--- src/ccc_pkg.sv ---
package ccc_pkg;

	localparam int CCC_ADDR_W = 8;
	localparam int CCC_HALF_W = 16;
	localparam int CCC_FULL_W = 32;

	localparam logic [7:0] CCC_OFS_CTRL2 = 8'h00;
	localparam logic [7:0] CCC_OFS_CTRL1 = 8'h04;
	localparam logic [7:0] CCC_OFS_PRIMARY = 8'h08;
	localparam logic [7:0] CCC_OFS_SECONDARY = 8'h0C;
	localparam logic [7:0] CCC_OFS_PERIOD = 8'h10;
	localparam logic [7:0] CCC_OFS_COUNTER = 8'h14;
	localparam logic [7:0] CCC_OFS_IRQ_STATUS = 8'h18;
	localparam logic [7:0] CCC_OFS_IRQ_MASK = 8'h1C;

	localparam logic [15:0] CCC_CTRL2_RESET = 16'h000C;
	localparam logic [31:0] CCC_WORD_RESET = 32'h00000000;
	localparam logic [15:0] CCC_PERIOD_RESET = 16'hFFFF;

	localparam int CCC_C1_MODE_POS = 0;
	localparam int CCC_C1_AUTOCLR_POS = 3;
	localparam int CCC_C1_FAULT_EN_POS = 4;
	localparam int CCC_C1_FAULT_FLAG_POS = 5;
	localparam int CCC_C1_FAULT_CLR_POS = 8;

	localparam int CCC_IRQ_W = 4;
	localparam int CCC_IRQ_MATCH = 0;
	localparam int CCC_IRQ_PERIOD = 1;
	localparam int CCC_IRQ_FAULT = 2;
	localparam int CCC_IRQ_TRIGGER = 3;

	localparam logic [2:0] CCC_MODE_OFF = 3'h0;
	localparam logic [2:0] CCC_MODE_SS_HIGH = 3'h1;
	localparam logic [2:0] CCC_MODE_SS_LOW = 3'h2;
	localparam logic [2:0] CCC_MODE_TOGGLE = 3'h3;
	localparam logic [2:0] CCC_MODE_DUAL_SS = 3'h4;
	localparam logic [2:0] CCC_MODE_DUAL_CONT = 3'h5;
	localparam logic [2:0] CCC_MODE_PWM_EDGE = 3'h6;
	localparam logic [2:0] CCC_MODE_PWM_CENTER = 3'h7;

	localparam logic [4:0] CCC_SRC_NONE = 5'h00;
	localparam logic [4:0] CCC_SRC_CMP_LO = 5'h01;
	localparam logic [4:0] CCC_SRC_CMP_HI = 5'h05;
	localparam logic [4:0] CCC_SRC_CAP5 = 5'h0A;
	localparam logic [4:0] CCC_SRC_TMR_LO = 5'h0B;
	localparam logic [4:0] CCC_SRC_TMR_HI = 5'h0F;
	localparam logic [4:0] CCC_SRC_CAP_LO = 5'h14;
	localparam logic [4:0] CCC_SRC_ANALOG_HI = 5'h1C;
	localparam logic [4:0] CCC_SRC_SELF = 5'h1F;

	localparam logic [1:0] CCC_RESP_OKAY = 2'h0;
	localparam logic [1:0] CCC_RESP_SLVERR = 2'h2;

	typedef struct packed {
		logic fault_hold_select;
		logic fault_drive_level;
		logic fault_force_drive;
		logic output_invert;
		logic reserved_11;
		logic [1:0] edge_fine_delay;
		logic cascade_pair_enable;
		logic trigger_not_sync_select;
		logic trigger_running_flag;
		logic pin_float_select;
		logic [4:0] source_select;
	} ccc_ctrl2_type;

	typedef struct packed {
		logic [CCC_ADDR_W-1:0] addr;
		logic [31:0] data;
		logic [3:0] strb;
	} ccc_wr_type;

endpackage : ccc_pkg

--- src/ccc_fine_edge.sv ---
module ccc_fine_edge
	import ccc_pkg::*;
(
	input wire logic aclk,
	input wire logic aresetn,
	input wire logic level_in,
	input wire logic [1:0] delay_code,
	output logic level_out,
	output logic [1:0] phase_out
);

	logic prev_reg;
	logic prev_next;
	logic level_reg;
	logic level_next;
	logic [1:0] phase_reg;
	logic [1:0] phase_next;

	// falling edge held one cycle longer, phase says how many quarters in it falls
	always_comb begin
		prev_next = level_in;
		level_next = level_in;
		phase_next = 2'h0;
		if (prev_reg && !level_in && delay_code != 2'h0) begin
			level_next = 1'b1;
			phase_next = delay_code;
		end
	end

	always_ff @(posedge aclk) begin
		if (!aresetn) begin
			prev_reg <= 1'b0;
			level_reg <= 1'b0;
			phase_reg <= 2'h0;
		end else begin
			prev_reg <= prev_next;
			level_reg <= level_next;
			phase_reg <= phase_next;
		end
	end

	assign level_out = level_reg;
	assign phase_out = phase_reg;

endmodule : ccc_fine_edge

--- src/ccc_channel.sv ---
// Summary of operation
// - hold select 1: fault lasts until input gone and, in center PWM mode, software clears fault flag
// - hold select 0: fault lasts until input gone and a new period starts
// - during fault the pin shows the fault drive level bit
// - force drive 1 enables the pin driver during fault; 0 leaves direction alone
// - invert bit flips the compare output
// - fine delay code postpones falling edge by 0, 1/4, 1/2 or 3/4 cycle
// - inverted output delays rising edge instead; mode 001 ignores the delay
// - cascade bit joins two halves into one 32-bit counter and compare
// - trigger select 1 means triggered by source, 0 means synchronised to it
// - running flag set by hardware on trigger; counter held zero while clear if trigger select 1
// - float bit releases the pin driver; otherwise the channel drives it
// - source codes: 0 none, 1-5 compare channels, 11-15 timers
// - capture, comparator, converter and charge-time codes act only as triggers
// - autoclear bit clears running flag on secondary match; software may clear too
// - fault flag used only in center PWM mode, cleared by software (hold select 1) or at period start (hold select 0)
// - fine delay field double buffered in PWM modes, loaded at period start
//
// The register addresses and the AXI4-Lite register port were left to the implementer.
module ccc_channel
	import ccc_pkg::*;
#(
	parameter logic [4:0] SELF_CODE = 5'h01
)
(
	input wire logic aclk,
	input wire logic aresetn,
	input wire logic [CCC_ADDR_W-1:0] s_axi_awaddr,
	input wire logic s_axi_awvalid,
	output logic s_axi_awready,
	input wire logic [31:0] s_axi_wdata,
	input wire logic [3:0] s_axi_wstrb,
	input wire logic s_axi_wvalid,
	output logic s_axi_wready,
	output logic [1:0] s_axi_bresp,
	output logic s_axi_bvalid,
	input wire logic s_axi_bready,
	input wire logic [CCC_ADDR_W-1:0] s_axi_araddr,
	input wire logic s_axi_arvalid,
	output logic s_axi_arready,
	output logic [31:0] s_axi_rdata,
	output logic [1:0] s_axi_rresp,
	output logic s_axi_rvalid,
	input wire logic s_axi_rready,
	input wire logic [31:0] source_events,
	input wire logic fault_a_in,
	output logic compare_output_pin_out,
	output logic compare_output_pin_oe,
	output logic [1:0] edge_phase,
	output logic period_event,
	output logic irq
);

	function automatic logic [31:0] merge_strb(input logic [31:0] old_v, input logic [31:0] new_v,
		input logic [3:0] strb);
		logic [31:0] r;
		r = old_v;
		for (int i = 0; i < 4; i++) begin
			if (strb[i]) begin
				r[i*8 +: 8] = new_v[i*8 +: 8];
			end
		end
		return r;
	endfunction : merge_strb

	function automatic logic sync_ok(input logic [4:0] code);
		return code != SELF_CODE && ((code >= CCC_SRC_CMP_LO && code <= CCC_SRC_CMP_HI)
			|| (code >= CCC_SRC_TMR_LO && code <= CCC_SRC_TMR_HI));
	endfunction : sync_ok

	function automatic logic trig_ok(input logic [4:0] code);
		return sync_ok(code) || code == CCC_SRC_CAP5
			|| (code >= CCC_SRC_CAP_LO && code <= CCC_SRC_ANALOG_HI);
	endfunction : trig_ok

	function automatic logic is_mapped(input logic [CCC_ADDR_W-1:0] a);
		return a == CCC_OFS_CTRL2 || a == CCC_OFS_CTRL1 || a == CCC_OFS_PRIMARY || a == CCC_OFS_SECONDARY
			|| a == CCC_OFS_PERIOD || a == CCC_OFS_COUNTER || a == CCC_OFS_IRQ_STATUS || a == CCC_OFS_IRQ_MASK;
	endfunction : is_mapped

	// bus state
	ccc_wr_type wr_reg, wr_next;
	logic aw_have_reg, aw_have_next, w_have_reg, w_have_next;
	logic awready_reg, awready_next, wready_reg, wready_next;
	logic bvalid_reg, bvalid_next, arready_reg, arready_next, rvalid_reg, rvalid_next;
	logic [1:0] bresp_reg, bresp_next, rresp_reg, rresp_next;
	logic [31:0] rdata_reg, rdata_next;
	logic wr_en;

	// core state
	ccc_ctrl2_type ctrl2_reg, ctrl2_next;
	logic [2:0] mode_reg, mode_next, mode_seen_reg, mode_seen_next;
	logic autoclr_reg, autoclr_next, fault_en_reg, fault_en_next;
	logic [31:0] primary_reg, primary_next, secondary_reg, secondary_next, period_reg, period_next;
	logic [31:0] cnt_reg, cnt_next;
	logic raw_reg, raw_next, done_reg, done_next;
	logic fault_active_reg, fault_active_next, fault_flag_reg, fault_flag_next;
	logic [1:0] delay_act_reg, delay_act_next;
	logic [CCC_IRQ_W-1:0] irq_status_reg, irq_status_next, irq_mask_reg, irq_mask_next;
	logic pin_reg, pin_next, oe_reg, oe_next, irq_reg, irq_next, period_ev_reg, period_ev_next;
	logic [1:0] phase_reg, phase_next;

	logic [31:0] mask, cnt_m, pri_m, sec_m, per_m, wval;
	logic pwm, sel_event, hold_zero, sync_hit, wrap, period_start, match_p, match_s;
	logic trig_set, fault_cond, fault_clr_wr, fine_level;
	logic [1:0] fine_phase, delay_eff;
	logic [CCC_IRQ_W-1:0] events;

	always_comb begin
		wr_next = wr_reg;
		aw_have_next = aw_have_reg;
		w_have_next = w_have_reg;
		bvalid_next = bvalid_reg;
		bresp_next = bresp_reg;
		arready_next = arready_reg;
		rvalid_next = rvalid_reg;
		rresp_next = rresp_reg;
		rdata_next = rdata_reg;
		wr_en = 1'b0;
		if (s_axi_awvalid && awready_reg) begin
			aw_have_next = 1'b1;
			wr_next.addr = s_axi_awaddr;
		end
		if (s_axi_wvalid && wready_reg) begin
			w_have_next = 1'b1;
			wr_next.data = s_axi_wdata;
			wr_next.strb = s_axi_wstrb;
		end
		if (bvalid_reg && s_axi_bready) begin
			bvalid_next = 1'b0;
		end
		if (aw_have_reg && w_have_reg && !bvalid_reg) begin
			wr_en = is_mapped(wr_reg.addr);
			bresp_next = is_mapped(wr_reg.addr) ? CCC_RESP_OKAY : CCC_RESP_SLVERR;
			bvalid_next = 1'b1;
			aw_have_next = 1'b0;
			w_have_next = 1'b0;
		end
		awready_next = !aw_have_next && !bvalid_next;
		wready_next = !w_have_next && !bvalid_next;
		if (rvalid_reg && s_axi_rready) begin
			rvalid_next = 1'b0;
		end
		if (s_axi_arvalid && arready_reg) begin
			arready_next = 1'b0;
			rvalid_next = 1'b1;
			rresp_next = is_mapped(s_axi_araddr) ? CCC_RESP_OKAY : CCC_RESP_SLVERR;
			case (s_axi_araddr)
				CCC_OFS_CTRL2: rdata_next = {16'h0000, ctrl2_reg};
				CCC_OFS_CTRL1: rdata_next = {23'h000000, 3'h0, fault_flag_reg, fault_en_reg, autoclr_reg, mode_reg};
				CCC_OFS_PRIMARY: rdata_next = primary_reg;
				CCC_OFS_SECONDARY: rdata_next = secondary_reg;
				CCC_OFS_PERIOD: rdata_next = period_reg;
				CCC_OFS_COUNTER: rdata_next = cnt_reg;
				CCC_OFS_IRQ_STATUS: rdata_next = {28'h0000000, irq_status_reg};
				CCC_OFS_IRQ_MASK: rdata_next = {28'h0000000, irq_mask_reg};
				default: rdata_next = 32'h00000000;
			endcase
		end
		arready_next = !rvalid_next;
	end

	always_ff @(posedge aclk) begin
		if (!aresetn) begin
			wr_reg <= '0;
			aw_have_reg <= 1'b0;
			w_have_reg <= 1'b0;
			awready_reg <= 1'b0;
			wready_reg <= 1'b0;
			bvalid_reg <= 1'b0;
			bresp_reg <= CCC_RESP_OKAY;
			arready_reg <= 1'b0;
			rvalid_reg <= 1'b0;
			rresp_reg <= CCC_RESP_OKAY;
			rdata_reg <= CCC_WORD_RESET;
		end else begin
			wr_reg <= wr_next;
			aw_have_reg <= aw_have_next;
			w_have_reg <= w_have_next;
			awready_reg <= awready_next;
			wready_reg <= wready_next;
			bvalid_reg <= bvalid_next;
			bresp_reg <= bresp_next;
			arready_reg <= arready_next;
			rvalid_reg <= rvalid_next;
			rresp_reg <= rresp_next;
			rdata_reg <= rdata_next;
		end
	end

	ccc_fine_edge u_fine (
		.aclk(aclk),
		.aresetn(aresetn),
		.level_in(raw_reg),
		.delay_code(delay_eff),
		.level_out(fine_level),
		.phase_out(fine_phase)
	);

	always_comb begin
		ctrl2_next = ctrl2_reg;
		mode_next = mode_reg;
		autoclr_next = autoclr_reg;
		fault_en_next = fault_en_reg;
		primary_next = primary_reg;
		secondary_next = secondary_reg;
		period_next = period_reg;
		irq_mask_next = irq_mask_reg;
		fault_clr_wr = 1'b0;
		wval = merge_strb(CCC_WORD_RESET, wr_reg.data, wr_reg.strb);
		// software writes
		if (wr_en) begin
			case (wr_reg.addr)
				CCC_OFS_CTRL2: begin
					ctrl2_next = ccc_ctrl2_type'(merge_strb({16'h0000, ctrl2_reg}, wr_reg.data, wr_reg.strb));
					ctrl2_next.reserved_11 = 1'b0;
				end
				CCC_OFS_CTRL1: begin
					if (wr_reg.strb[0]) begin
						mode_next = wr_reg.data[CCC_C1_MODE_POS +: 3];
						autoclr_next = wr_reg.data[CCC_C1_AUTOCLR_POS];
						fault_en_next = wr_reg.data[CCC_C1_FAULT_EN_POS];
					end
					fault_clr_wr = wr_reg.strb[1] && wr_reg.data[CCC_C1_FAULT_CLR_POS];
				end
				CCC_OFS_PRIMARY: primary_next = merge_strb(primary_reg, wr_reg.data, wr_reg.strb);
				CCC_OFS_SECONDARY: secondary_next = merge_strb(secondary_reg, wr_reg.data, wr_reg.strb);
				CCC_OFS_PERIOD: period_next = merge_strb(period_reg, wr_reg.data, wr_reg.strb);
				CCC_OFS_IRQ_MASK: irq_mask_next = wval[CCC_IRQ_W-1:0];
				default: ;
			endcase
		end
		mask = ctrl2_reg.cascade_pair_enable ? 32'hFFFFFFFF : 32'h0000FFFF;
		cnt_m = cnt_reg & mask;
		pri_m = primary_reg & mask;
		sec_m = secondary_reg & mask;
		per_m = period_reg & mask;
		pwm = mode_reg == CCC_MODE_PWM_EDGE || mode_reg == CCC_MODE_PWM_CENTER;
		// self code and unlisted codes select nothing
		sel_event = trig_ok(ctrl2_reg.source_select) && source_events[ctrl2_reg.source_select];
		hold_zero = ctrl2_reg.trigger_not_sync_select && !ctrl2_reg.trigger_running_flag;
		sync_hit = !ctrl2_reg.trigger_not_sync_select && sync_ok(ctrl2_reg.source_select)
			&& source_events[ctrl2_reg.source_select];
		match_p = mode_reg != CCC_MODE_OFF && cnt_m == pri_m;
		match_s = mode_reg != CCC_MODE_OFF && cnt_m == sec_m;
		wrap = cnt_m == per_m;
		period_start = mode_reg != CCC_MODE_OFF && !hold_zero && (wrap || sync_hit);
		if (mode_reg == CCC_MODE_OFF || hold_zero || sync_hit) begin
			cnt_next = 32'h00000000;
		end else if (wrap) begin
			cnt_next = 32'h00000000;
		end else begin
			cnt_next = (cnt_m + 32'h00000001) & mask;
		end
		// trigger running flag: hardware set wins over any clear
		trig_set = ctrl2_reg.trigger_not_sync_select && sel_event && !ctrl2_reg.trigger_running_flag;
		if (autoclr_reg && match_s && ctrl2_reg.trigger_running_flag) begin
			ctrl2_next.trigger_running_flag = 1'b0;
		end
		if (trig_set) begin
			ctrl2_next.trigger_running_flag = 1'b1;
		end
		// compare output shaping per mode
		mode_seen_next = mode_reg;
		raw_next = raw_reg;
		done_next = done_reg;
		if (mode_seen_reg != mode_reg) begin
			raw_next = mode_reg == CCC_MODE_SS_LOW;
			done_next = 1'b0;
		end else begin
			case (mode_reg)
				CCC_MODE_OFF: raw_next = 1'b0;
				CCC_MODE_SS_HIGH: if (match_p && !done_reg) begin
					raw_next = 1'b1;
					done_next = 1'b1;
				end
				CCC_MODE_SS_LOW: if (match_p && !done_reg) begin
					raw_next = 1'b0;
					done_next = 1'b1;
				end
				CCC_MODE_TOGGLE: if (match_p) raw_next = !raw_reg;
				CCC_MODE_DUAL_SS: if (!done_reg) begin
					if (match_s && raw_reg) begin
						raw_next = 1'b0;
						done_next = 1'b1;
					end else if (match_p) begin
						raw_next = 1'b1;
					end
				end
				CCC_MODE_DUAL_CONT: if (match_s && raw_reg) raw_next = 1'b0; else if (match_p) raw_next = 1'b1;
				CCC_MODE_PWM_EDGE, CCC_MODE_PWM_CENTER: raw_next = (cnt_next & mask) < pri_m;
				default: raw_next = 1'b0;
			endcase
		end
		// fine delay shadow
		delay_act_next = (!pwm || period_start) ? ctrl2_reg.edge_fine_delay : delay_act_reg;
		delay_eff = mode_reg == CCC_MODE_SS_HIGH ? 2'h0 : delay_act_reg;
		// fault handling
		fault_cond = fault_en_reg && fault_a_in && pwm;
		fault_flag_next = fault_flag_reg;
		fault_active_next = fault_active_reg;
		if (fault_active_reg && !fault_a_in) begin
			if (ctrl2_reg.fault_hold_select) begin
				if (fault_clr_wr || !fault_flag_reg) begin
					fault_active_next = 1'b0;
					fault_flag_next = 1'b0;
				end
			end else if (period_start) begin
				fault_active_next = 1'b0;
				fault_flag_next = 1'b0;
			end
		end
		if (fault_cond) begin
			fault_active_next = 1'b1;
			fault_flag_next = fault_flag_reg || mode_reg == CCC_MODE_PWM_CENTER;
		end
		if (!pwm) begin
			fault_active_next = 1'b0;
		end
		// pin: invert after the fine delay so the delay lands on the rising edge when inverted
		if (fault_active_reg) begin
			pin_next = ctrl2_reg.fault_drive_level;
			phase_next = 2'h0;
		end else begin
			pin_next = fine_level ^ ctrl2_reg.output_invert;
			phase_next = fine_phase;
		end
		oe_next = !ctrl2_reg.pin_float_select;
		if (fault_active_reg && ctrl2_reg.fault_force_drive) begin
			oe_next = 1'b1;
		end
		// interrupts: hardware set wins over write-one-to-clear
		events = '0;
		events[CCC_IRQ_MATCH] = match_p;
		events[CCC_IRQ_PERIOD] = period_start;
		events[CCC_IRQ_FAULT] = fault_cond && !fault_active_reg;
		events[CCC_IRQ_TRIGGER] = trig_set;
		irq_status_next = irq_status_reg;
		if (wr_en && wr_reg.addr == CCC_OFS_IRQ_STATUS) begin
			irq_status_next = irq_status_reg & ~wval[CCC_IRQ_W-1:0];
		end
		irq_status_next = irq_status_next | events;
		irq_next = |(irq_status_reg & irq_mask_reg);
		period_ev_next = period_start;
	end

	always_ff @(posedge aclk) begin
		if (!aresetn) begin
			ctrl2_reg <= ccc_ctrl2_type'(CCC_CTRL2_RESET);
			mode_reg <= CCC_MODE_OFF;
			mode_seen_reg <= CCC_MODE_OFF;
			autoclr_reg <= 1'b0;
			fault_en_reg <= 1'b0;
			primary_reg <= CCC_WORD_RESET;
			secondary_reg <= CCC_WORD_RESET;
			period_reg <= {16'h0000, CCC_PERIOD_RESET};
			cnt_reg <= CCC_WORD_RESET;
			raw_reg <= 1'b0;
			done_reg <= 1'b0;
			fault_active_reg <= 1'b0;
			fault_flag_reg <= 1'b0;
			delay_act_reg <= 2'h0;
			irq_status_reg <= '0;
			irq_mask_reg <= '0;
			pin_reg <= 1'b0;
			oe_reg <= 1'b0;
			phase_reg <= 2'h0;
			irq_reg <= 1'b0;
			period_ev_reg <= 1'b0;
		end else begin
			ctrl2_reg <= ctrl2_next;
			mode_reg <= mode_next;
			mode_seen_reg <= mode_seen_next;
			autoclr_reg <= autoclr_next;
			fault_en_reg <= fault_en_next;
			primary_reg <= primary_next;
			secondary_reg <= secondary_next;
			period_reg <= period_next;
			cnt_reg <= cnt_next;
			raw_reg <= raw_next;
			done_reg <= done_next;
			fault_active_reg <= fault_active_next;
			fault_flag_reg <= fault_flag_next;
			delay_act_reg <= delay_act_next;
			irq_status_reg <= irq_status_next;
			irq_mask_reg <= irq_mask_next;
			pin_reg <= pin_next;
			oe_reg <= oe_next;
			phase_reg <= phase_next;
			irq_reg <= irq_next;
			period_ev_reg <= period_ev_next;
		end
	end

	assign s_axi_awready = awready_reg;
	assign s_axi_wready = wready_reg;
	assign s_axi_bresp = bresp_reg;
	assign s_axi_bvalid = bvalid_reg;
	assign s_axi_arready = arready_reg;
	assign s_axi_rdata = rdata_reg;
	assign s_axi_rresp = rresp_reg;
	assign s_axi_rvalid = rvalid_reg;
	assign compare_output_pin_out = pin_reg;
	assign compare_output_pin_oe = oe_reg;
	assign edge_phase = phase_reg;
	assign period_event = period_ev_reg;
	assign irq = irq_reg;

endmodule : ccc_channel

--- config.mk ---
export PLATFORM = sky130hd
export DESIGN_NAME = ccc_channel
export DESIGN_NICKNAME = d
export VERILOG_FILES = /design/src/ccc_pkg.sv /design/src/ccc_fine_edge.sv /design/src/ccc_channel.sv
export SDC_FILE = /design/constraint.sdc
export NUM_CORES = 1
export LEC_CHECK = 0
export BUFFER_PORTS_ARGS = -buffer_cell sky130_fd_sc_hd__buf_2
export CORE_MARGIN = 2
export CORE_UTILIZATION = 25
export CTS_BUF_LIST = sky130_fd_sc_hd__clkbuf_4
export DETAILED_ROUTE_END_ITERATION = 8
export SLEW_MARGIN = 15
export SYNTH_ARGS = -nofsm -noshare
export SYNTH_HDL_FRONTEND = slang
export SYNTH_HIERARCHICAL = 1
export SYNTH_SLANG_ARGS = --single-unit
--- constraint.sdc ---
create_clock -name aclk -period 12.6 [get_ports aclk]
set_input_delay 2.52 -clock aclk [delete_from_list [all_inputs] [get_ports aclk]]
set_output_delay 2.52 -clock aclk [all_outputs]
set_load 0.02 [all_outputs]
==> metrics.md, run 1 <==
| Metric | Value |
|---|---|
| Status | `finished clean` |
| Register Area | `between 0.005 and 0.006 mm^2` |
| Die Y | `~240 um` |
| Crit-path slowest cell | `nand4_1` |
| CP Buf/Inv Count | `2` |
| Hold path start | `s_axi_rdata[2]$_SDFFE_PN0P_` |
| R2R depth | `16` |
| ANT nets after route | `0` |
| First-pass GRT wire length | `between 60,000 and 70,000 um` |
| WS Path Type | `primary input to register` |
| Setup tns final | `0 ns` |
| Crit. End Element | `register` |
| Flop pwr share | `roughly 49%` |
| Layout Skew | `roughly 0.060 ns` |
| Sinks on the clock net | `260` |
| WL final | `between 40,000 and 50,000 um` |
| Wirelength per Cell | `roughly 17 um` |
| Post-route cell area | `roughly 0.015 mm^2` |
| Violation count after the first detailed-route iteration | `roughly 890` |
| Delay-heaviest family, CP | `simple AND/OR/NAND/NOR gates` |
| CP required | `13.19 ns` |
| Setup Fix Bufs, Post-CTS | `0` |
| Num CTS Buffers | `67` |
| Filler cell count | `roughly 5,700` |
| Post-synth top area cell | `dfxtp_1` |
| Max-cap violations | `0` |
| Total chip power | `1.71 mW` |
| Max reg flops | `44` |
| CP Launch Type | `primary input` |
| Final global-route overflow total | `0` |
| Peak Freq | `around 150 MHz` |
| Internal | `between 1 and 1.5 mW` |
| PnR worst setup slack | `~6.0 ns` |
| Die area | `approximately 0.056 mm^2` |
| Leak | `5.80 nW` |
| Worst hold path type | `register to register` |
| Vias in the first global route | `~11,000` |
| VDD IR-drop max | `0.0467 mV` |
| Placer Congestion | `between 0.8 and 0.9` |
| # resized after CTS | `0` |
| Worst hold margin | `0.458 ns` |
| Longest Clk Path Bufs | `3` |
| Slowest stage delay, CP | `0.65 ns` |
| Worst R2R End | `raw_reg$_SDFFE_PN0P_` |
| Async SR Flop Fraction | `0%` |
| Slew headroom | `between 30% and 40%` |
| Reg2reg start | `cnt_reg[14]$_SDFF_PN0_` |
| Yosys warns | `6` |
| GRT Max-Usage Layer | `met2` |
| GR Util met3 | `just over 3%` |
| Switch share | `between 20 and 25%` |
| CTS tree | `built` |
| Area Growth Syn to Fin | `15.5%` |
| R2R Setup Slk | `between 6 and 7 ns` |
| Starting density of the core | `~25%` |
| Worst-path maximum fanout | `16` |
| Core area | `0.0528 mm^2` |
| Met2 Usage GRT | `a little under a quarter` |
| Synth Instances | `roughly 1,500` |
| CTS Root Cell | `clkbuf_4` |
| Hold path depth | `2` |
| Routed vias | `approximately 11,000` |
| Top Ports | `between 100 and 150` |
| Synthesized area per cell | `8.71 um^2` |
| Remaining DRCs | `0` |
| Crit path time final | `~6.6 ns` |
| H-tree levels | `3` |
| Multi-input gate area | `about 0.0077 mm^2` |
| Clk pwr share | `between 40% and 50%` |
| Dpl hpwl | `approximately 30,000 um` |
| Combinational Power Share | `under 10%` |
| Worst-Margin Slew | `~1 ns` |
| Synth top area share | `38.8%` |
| Area post-placement | `0.0146 mm^2` |
| Number of synthesized flops with an enable pin | `0` |
| PD cells | `between 100 and 150 mW/mm^2` |
| RSZ-0062 raised after global routing | `false` |
| Nets | `1,762` |
| # setup viols final | `0` |
| Port Buffers | `around 130` |
| Critical path, cell by cell | `buf_2 > mux2i_1 > nand3_1 > and4_1 > o211ai_1 > nand4_1 > inv_1 > nand2_1 > nor2_1 > ha_1 > and4_1 > nand3_1 > or4_1 > nor4_1 > a211o_1 > o311a_1 > o21bai_1` |
| Final Hold Vio Count | `0` |
| Sequential area share after synthesis | `about two fifths` |
| Share of cells above drive strength 1 | `between 10% and 20%` |
| Total track usage | `14.5%` |
| Clk slew on worst S/H paths | `0.06 ns` |
| Die W | `236 um` |
| Met1 Resource Use GR | `a little under a fifth` |
| WP data arrival | `between 7 and 8 ns` |
| Pre-antenna DRT Iters | `6` |
| Max-slew violation count | `0` |
| Hold-fix buffers, CTS | `0` |
| P_sw | `approximately 400 uW` |
| Worst-skew pair later-pin latency | `approximately 0.75 ns` |
| Core Rows | `84` |
| Most common cell after layout, fill and taps aside | `dfxtp_1` |
| Largest net degree at the start of global routing | `about 110` |
| Synth Register Bits | `260` |
| Post-synthesis cell type count | `67` |
| Drt via density | `4.79` |
| Most frequent cells in the layout | `dfxtp_1 (260), nand2_1 (202), nor2b_1 (135), buf_2 (128), mux2i_1 (127)` |
| Synth Cell Area | `between 0.01 and 0.015 mm^2` |
| Initial antenna violation count | `3` |
| Top post-synthesis cells by area | `dfxtp_1 (39%), mux2i_1 (9.5%), nor2b_1 (6.3%)` |
| Main flop type after synthesis | `dfxtp_1` |
| Crit path depth | `17` |
| Place WS | `around 5.2 ns` |
| Worst Hold End | `s_axi_rdata[2]$_SDFFE_PN0P_` |
| Tcrit/Tclk final | `52.7%` |
[logic make-up (layout without fill, tap and decap cells)]
family / after synthesis / count (layout) / share of synthesized area [%]
simple gates: 587 / 587 / 22.5
compound gates: 266 / 266 / 13.3
other cells: 1 / 4 / 0.0280
mux: 129 / 129 / 9.82
xor+xnor: 126 / 126 / 8.23
flops: 260 / 260 / 38.8
buf+inv: 138 / 286 / 4.25
fa+ha+maj: 32 / 32 / 2.99
[layer usage]
metal  wire length (um)  vias up
met2              18500      346
met5                  7        -
met4               1670        2
met1              18800     5417
li1                   -     5523
met3               2320       93
[worst max-delay path by stage]
stage	startpoint	end	slack, ns
after global placement	source_events[8]	raw_reg$_SDFFE_PN0P_	5.32
after detailed placement	source_events[8]	raw_reg$_SDFFE_PN0P_	5.22
final	source_events[15]	raw_reg$_SDFFE_PN0P_	5.96
after CTS	source_events[15]	raw_reg$_SDFFE_PN0P_	5.99
after floorplan	source_events[8]	raw_reg$_SDFFE_PN0P_	6.94
after global routing	source_events[8]	raw_reg$_SDFFE_PN0P_	5.56
[final cells by class]
class                      count  area share, %
clock inverter                27           1.56
timing repair buffer         140           4.72
multi-input combinational   1142           49.4
inverter                      27          0.654
clock buffer                  92           4.46
antenna                        2         0.0323
sequential                   260           33.6
tap                          688           5.56
[synthesized netlist by cell type (all sizes together) (2+ instances only)]
| cell type | count |
|---|---|
| or3 | 4 |
| or4 | 5 |
| a21boi | 56 |
| buf | 33 |
| a222oi | 11 |
| o2111ai | 2 |
| o21bai | 2 |
| nor2 | 88 |
| xor2 | 48 |
| and3b | 2 |
| dfxtp | 260 |
| o21a | 3 |
| mux4 | 2 |
| a21oi | 77 |
| a31oi | 5 |
| nand4 | 24 |
| a21o | 2 |
| a31o | 4 |
| xnor2 | 78 |
| nand2 | 202 |
| nor2b | 135 |
| and3 | 10 |
| o21ai | 27 |
| mux2i | 127 |
| a221oi | 4 |
| and4b | 2 |
| nand3b | 3 |
| clkbuf | 78 |
| ha | 32 |
| inv | 27 |
| nor3b | 4 |
| and2 | 33 |
| nor3 | 17 |
| nand2b | 7 |
| nand3 | 29 |
| nor4 | 14 |
| and4 | 6 |
| a22oi | 59 |
| a22o | 4 |
[power by group through the flow]
| stage | Combinational, mW | Clock (mW) | Sequential, mW |
|---|---|---|---|
| floorplan | 0.0412 | 0 | 0.857 |
| global placement | 0.0681 | 0 | 0.861 |
| detailed placement | 0.0696 | 0 | 0.862 |
| CTS | 0.0698 | 0.830 | 0.843 |
| global route | 0.0760 | 0.873 | 0.844 |
| finish | 0.0685 | 0.803 | 0.843 |
[worst register-to-register path, delay by kind of cell, from the launching register on]
| family | cells | cell delay [ns] |
|---|---|---|
| compound gates | 3 | 0.53 |
| simple gates | 10 | 3.58 |
| flops | 1 | 0.57 |
| xor+xnor | 1 | 0.23 |
| fa+ha+maj | 1 | 0.32 |
| buf+inv | 1 | 0.28 |
[through the flow]
step | utilization [%] | std cells
6_report | 29.4 | 2378
5_1_grt | 29.4 | 2378
4_1_cts | 29.4 | 2376
3_5_place_dp | 27.6 | 2257
3_3_place_gp | 27.6 | 2257
2_1_floorplan | - | 1540
No activity file was read; power rests on OpenSTA's default activity.
==> run 2: changes to the inputs <==
==> constraint.sdc (replaced) <==
create_clock -name aclk -period 5.65 [get_ports aclk]
set_input_delay 1.13 -clock aclk [delete_from_list [all_inputs] [get_ports aclk]]
set_output_delay 1.13 -clock aclk [all_outputs]
set_load 0.02 [all_outputs]
==> run 2 against run 1 <==
Global-route usage increased by 0.10 points. Final cell count increased by 0.17%. Worst setup slack got worse by 5.0 ns. Sequential cell count unchanged. Register-to-register slack got worse by 6.0 ns. Highest routed layer is now met4.
==> metrics.md, run 2 (synthesis gave the netlist of run 1 again) <==
| Metric | Value |
|---|---|
| Slew headroom | `29.4% (-3.6 points)` |
| Routed vias | `11,500 (+0.61%)` |
| Starting density of the core | `25.4% (unchanged)` |
| Placer Congestion | `0.917 (+4.3%)` |
| Crit path time final | `4.72 ns` |
| Crit. End Element | `register` |
| Total track usage | `14.7% (+0.10 points)` |
| Share of cells above drive strength 1 | `16.4% (+0.60 points)` |
| Remaining DRCs | `0 (unchanged)` |
| Die area | `0.0555 mm^2 (unchanged)` |
| Core Rows | `84 (unchanged)` |
| WS Path Type | `register to register` |
| WP data arrival | `5.33 ns (-1.90 ns)` |
| Final Hold Vio Count | `0 (unchanged)` |
| Die Y | `236 um (unchanged)` |
| Cells after DPL | `2,272 (+0.66%)` |
| Dpl hpwl | `30,900 um (+1.9%)` |
| Setup Fix Bufs, Post-CTS | `0 (unchanged)` |
| Peak Freq | `roughly 210 MHz` |
| Most common cell after layout, fill and taps aside | `dfxtp_1` |
| WL final | `41,500 um (+0.54%)` |
| Core area | `0.0528 mm^2 (unchanged)` |
| CP required | `6.26 ns (-6.93 ns)` |
| PD cells | `238 mW/mm^2 (+120%)` |
| CP Launch Type | `register` |
| Worst-skew pair later-pin latency | `0.75 ns (about the same)` |
| Pre-antenna DRT Iters | `5 (-1)` |
| Wl on met1 | `19,000 um (+1.1%)` |
| Max-cap violations | `0 (unchanged)` |
| H-tree levels | `3 (unchanged)` |
| Clk slew on worst S/H paths | `0.06 ns (about the same)` |
| Die W | `236 um (unchanged)` |
| ANT nets after route | `0 (unchanged)` |
| Worst-path maximum fanout | `8 (-8)` |
| Status | `finished clean` |
| Worst-Margin Slew | `1.06 ns (+0.0536 ns)` |
| Setup tns final | `0 ns (unchanged)` |
| Num CTS Buffers | `68 (+1.5%)` |
| Metal3 WL | `2300 um (-0.86%)` |
| Worst hold margin | `0.459 ns (+0.000549 ns)` |
| Area Growth Syn to Fin | `15.6% (about the same)` |
| Uppermost layer routed | `met4` |
| # setup viols final | `0 (unchanged)` |
| Final Util | `29.4% (about the same)` |
| Largest net degree at the start of global routing | `85 (-19%)` |
| Vias in the first global route | `11,400 (+0.53%)` |
| CTS Root Cell | `clkbuf_4` |
| Sinks on the clock net | `260 (unchanged)` |
| Max-slew violation count | `0 (unchanged)` |
| Hold-fix buffers, CTS | `0 (unchanged)` |
| Post-Layout Cell Count | `2,382 (+0.17%)` |
| Most frequent cells in the layout | `dfxtp_1 (260), nand2_1 (202), nor2b_1 (135), buf_2 (128), mux2i_1 (127)` |
| Met2 WL post-DR | `18,500 um (+0.30%)` |
| Top Ports | `139 (unchanged)` |
| RSZ-0062 raised after global routing | `false` |
| Initial antenna violation count | `1 (-2)` |
| Leak | `5.84 nW (+0.67%)` |
| Layout Skew | `0.0405 ns (-0.0200 ns)` |
| Tcrit/Tclk final | `between 80% and 90%` |
| Nets | `1,778 (+0.91%)` |
| Worst hold path type | `register to register` |
| Max reg flops | `44 (unchanged)` |
| CTS tree | `built` |
| Final global-route overflow total | `0 (unchanged)` |
| Longest Clk Path Bufs | `3 (unchanged)` |
| VDD IR-drop max | `0.140 mV (+200%)` |
| Violation count after the first detailed-route iteration | `906 (+2.0%)` |
| # resized after CTS | `0 (unchanged)` |
| Port Buffers | `129 (unchanged)` |
| First-pass GRT wire length | `64,300 um (+0.51%)` |
| Wirelength per Cell | `17.4 um (+0.37%)` |
| Drt via density | `4.81 (+0.44%)` |
[run 2: changes by cell type in the layout (fill, tap and decap cells not counted)]
| cell | change |
|---|---|
| buf_4 | +15 |
| clkinvlp_4 | -2 |
| diode_2 | -1 |
| clkinv_1 | -6 |
| clkbuf_4 | -1 |
| bufinv_16 | -2 |
| inv_2 | +1 |
[run 2: metrics by stage]
| stage | power [mW] | cell area, um^2 | setup WS, ns |
|---|---|---|---|
| global route | 3.84 | 15500 | 0.562 |
| global placement | 2.07 | 14700 | 0.684 |
| detailed placement | 2.08 | 14700 | 0.637 |
| floorplan | 2.00 | 13400 | 1.38 |
| CTS | 3.75 | 15500 | 0.961 |
| finish | 3.69 | 15500 | 0.931 |
[run 2: critical path, cell delays in order (launching register included)]
cell and delay, ns:
dfxtp_1 0.55, and4_1 0.31, and3_1 0.23, and4_1 0.30, nand4_1 0.26, or2_2 0.43, nor3_2 0.15, xnor2_1 0.16
nor2_1 0.08, ha_1 0.30, and4_1 0.26, nand3_1 0.17, or4_1 0.61, nor4_1 0.30, a211o_1 0.24, o311a_1 0.18
o21bai_1 0.07
[run 2: final timing paths]
path	startpoint	to	slack, ns	cells after the start
max	cnt_reg[9]$_SDFF_PN0_	raw_reg$_SDFFE_PN0P_	0.93	16
max reg2reg	cnt_reg[9]$_SDFF_PN0_	raw_reg$_SDFFE_PN0P_	0.93	16
min reg2reg	aw_have_reg$_SDFF_PN0_	s_axi_awready$_SDFF_PN0_	0.46	1
min	aw_have_reg$_SDFF_PN0_	s_axi_awready$_SDFF_PN0_	0.46	1
[run 2: report_power, final]
| group | total [mW] | internal, mW | leakage (nW) | switching (mW) |
|---|---|---|---|---|
| Sequential | 1.88 | 1.85 | 2.10 | 0.0283 |
| Clock | 1.66 | 0.878 | 0.492 | 0.780 |
| Combinational | 0.153 | 0.0655 | 3.25 | 0.0876 |
| Total | 3.69 | 2.80 | 5.84 | 0.896 |
[run 2: layout make-up]
cell class	count	area, um^2
clock inverters	18	148
clock buffers	91	683
diodes	1	2.50
multi-input cells	1142	7660
well taps	688	861
inverters	27	101
flip-flops and latches	260	5200
fillers	5616	37300
repair buffers	155	843
[run 2: metal layers]
metal	vias up	track usage (%)
li1	5553	-
met1	5422	19.0
met2	386	23.1
met3	89	2.69
met4	0	7.78
met5	-	0
==> run 3: changes to the inputs <==
==> constraint.sdc (replaced) <==
create_clock -name aclk -period 4.8 [get_ports aclk]
set_input_delay 0.96 -clock aclk [delete_from_list [all_inputs] [get_ports aclk]]
set_output_delay 0.96 -clock aclk [all_outputs]
set_load 0.02 [all_outputs]
==> run 3 against run 2 <==
Die area unchanged. Global-route usage rose by 0.081 points. Register-to-register slack worse by 0.67 ns. Clock power is 22% higher. Largest cell class unchanged. Largest power group unchanged. Highest routed layer unchanged.
==> metrics.md, run 3 (synthesis gave the netlist of run 1 again) <==
| Metric | Value |
|---|---|
| Status | `finished clean` |
| Max-slew violation count | `0 (unchanged)` |
| Final Hold Vio Count | `0 (unchanged)` |
| Layout Skew | `0.0435 ns (+0.00306 ns)` |
| Final global-route overflow total | `0 (unchanged)` |
| Area post-placement | `0.0149 mm^2 (+1.8%)` |
| Max-cap violations | `0 (unchanged)` |
| Die W | `236 um (unchanged)` |
| Most common cell after layout, fill and taps aside | `dfxtp_1` |
| Vias in the first global route | `11,500 (+0.86%)` |
| Setup tns final | `0 ns (unchanged)` |
| ANT nets after route | `0 (unchanged)` |
| Area Growth Syn to Fin | `18.1%` |
| Worst-skew pair later-pin latency | `0.77 ns (+0.02 ns)` |
| Drt via density | `4.78 (-0.49%)` |
| Core Rows | `84 (unchanged)` |
| VDD IR-drop max | `0.164 mV (+17%)` |
| H-tree levels | `3 (unchanged)` |
| PnR worst setup slack | `0.262 ns (-0.668 ns)` |
| Placer Congestion | `0.911 (-0.62%)` |
| Longest Clk Path Bufs | `3 (unchanged)` |
| Slew headroom | `30.1% (+0.71 points)` |
| First-pass GRT wire length | `64,700 um (+0.63%)` |
| Top Ports | `139 (unchanged)` |
| Routed vias | `11,600 (+1.2%)` |
| RSZ-0062 raised after global routing | `false` |
| Slowest stage delay, CP | `0.61 ns (about the same)` |
| Port Buffers | `129 (unchanged)` |
| Worst-path maximum fanout | `9 (+1)` |
| Peak Freq | `220 MHz (+4.0%)` |
| CTS Root Cell | `clkbuf_4` |
| Crit. End Element | `register` |
| CTS tree | `built` |
| Place WS | `0.115 ns (-0.521 ns)` |
| Total track usage | `14.7% (+0.081 points)` |
| Die Y | `236 um (unchanged)` |
| Core area | `0.0528 mm^2 (unchanged)` |
| Worst-Margin Slew | `1.05 ns (-0.00765 ns)` |
| Pre-antenna DRT Iters | `5 (unchanged)` |
| Crit path time final | `4.54 ns (-0.182 ns)` |
| WL final | `41,500 um (-0.19%)` |
| Remaining DRCs | `0 (unchanged)` |
| Wirelength per Cell | `17.1 um (-1.9%)` |
| Nets | `1,812 (+1.9%)` |
| Clk slew on worst S/H paths | `0.06 ns (about the same)` |
| # setup viols final | `0 (unchanged)` |
| Sinks on the clock net | `260 (unchanged)` |
| Initial antenna violation count | `2 (+1)` |
| CP required | `5.43 ns (-0.83 ns)` |
| Tcrit/Tclk final | `94.5% (+11 points)` |
| Final Util | `30.0% (+0.63 points)` |
| WS Path Type | `register to register` |
| Violation count after the first detailed-route iteration | `781 (-14%)` |
| Dpl hpwl | `31,100 um (+0.79%)` |
| Leak | `6.08 nW (+4.1%)` |
| Num CTS Buffers | `67 (-1.5%)` |
| PD cells | `280 mW/mm^2 (+17%)` |
| Max reg flops | `44 (unchanged)` |
| Die area | `0.0555 mm^2 (unchanged)` |
| Critical path, cell by cell | `xnor2_1 > nand4_1 > o41ai_2 > buf_4 > nand2_1 > nand4_1 > buf_4 > inv_1 > nand2_1 > nor2_1 > ha_1 > and4_1 > nand3_1 > or4_1 > nor4_1 > a211o_1 > o311a_1 > o21bai_1` |
| Crit-path slowest cell | `or4_1` |
| Most frequent cells in the layout | `dfxtp_1 (260), nand2_1 (202), nor2b_1 (135), buf_2 (128), mux2i_1 (127)` |
| Starting density of the core | `25.4% (unchanged)` |
| Share of cells above drive strength 1 | `18.8% (+2.4 points)` |
| Largest net degree at the start of global routing | `117 (+38%)` |
| Worst hold path type | `primary input to register` |
| Post-route cell area | `0.0158 mm^2 (+2.2%)` |
| WP data arrival | `5.17 ns (-0.16 ns)` |
| CP Launch Type | `register` |
run 3: cell type report:
class	count	area, um^2
Sequential cell	260	5200
Inverter	27	101
Clock buffer	101	758
Multi-Input combinational cell	1142	7650
Fill cell	5575	36900
Antenna cell	2	5.00
Tap cell	688	861
Clock inverter	13	131
Timing Repair Buffer	190	1120
run 3: worst max-delay path, delay by kind of cell, from the launching register on:
kind / cells / cell delay [ns]
and+or+nand+nor: 9 / 2.00
DFF: 1 / 0.46
adders and majority gates: 1 / 0.31
xor gates and xnor gates: 1 / 0.21
AOI/OAI and AO/OA: 4 / 1.02
buffers and inverters: 3 / 0.43
run 3: layer usage:
metal  GRT usage (%)  wire, um  part of all wire (%)  up-vias
met5               0         0                     0        -
met4            7.84      1730                   4.2        0
met3            3.05      2270                   5.5      101
met1            19.2     19200                    46     5501
met2            22.9     18300                    44      363
li1                -         -                     -     5625
run 3: repair_timing:
item                                    4_1_cts  5_1_grt
hold endpoints to repair                      0        0
hold buffers                                  0        0
buffers inserted                              0        0
gates resized for setup                       0        1
endpoints found under the setup margin        0        1
run 3: metrics by stage:
step	hold slack, ns	instances	power (mW)
after floorplan	0.422	1540	2.36
final	0.451	2423	4.43
after global routing	0.401	2423	4.62
after CTS	0.381	2421	4.50
after detailed placement	0.446	2307	2.45
after global placement	0.445	2307	2.44
run 3: where the power goes:
part	total, mW	switching [mW]	internal [mW]	leakage, nW
clock network	2.03	0.915	1.12	0.535
logic	0.181	0.102	0.0787	3.45
registers	2.21	0.0337	2.18	2.10
run 3: final timing paths:
path / start / endpoint / slack [ns] / cells after the start
worst max-delay path: cnt_reg[31]$_SDFF_PN0_ / raw_reg$_SDFFE_PN0P_ / 0.26 / 18
worst min-delay path: s_axi_wdata[6] / wr_reg[10]$_SDFFE_PN0P_ / 0.45 / 3
worst max register to register: cnt_reg[31]$_SDFF_PN0_ / raw_reg$_SDFFE_PN0P_ / 0.26 / 18
worst min register to register: s_axi_rdata[0]$_SDFFE_PN0P_ / s_axi_rdata[0]$_SDFFE_PN0P_ / 0.46 / 2
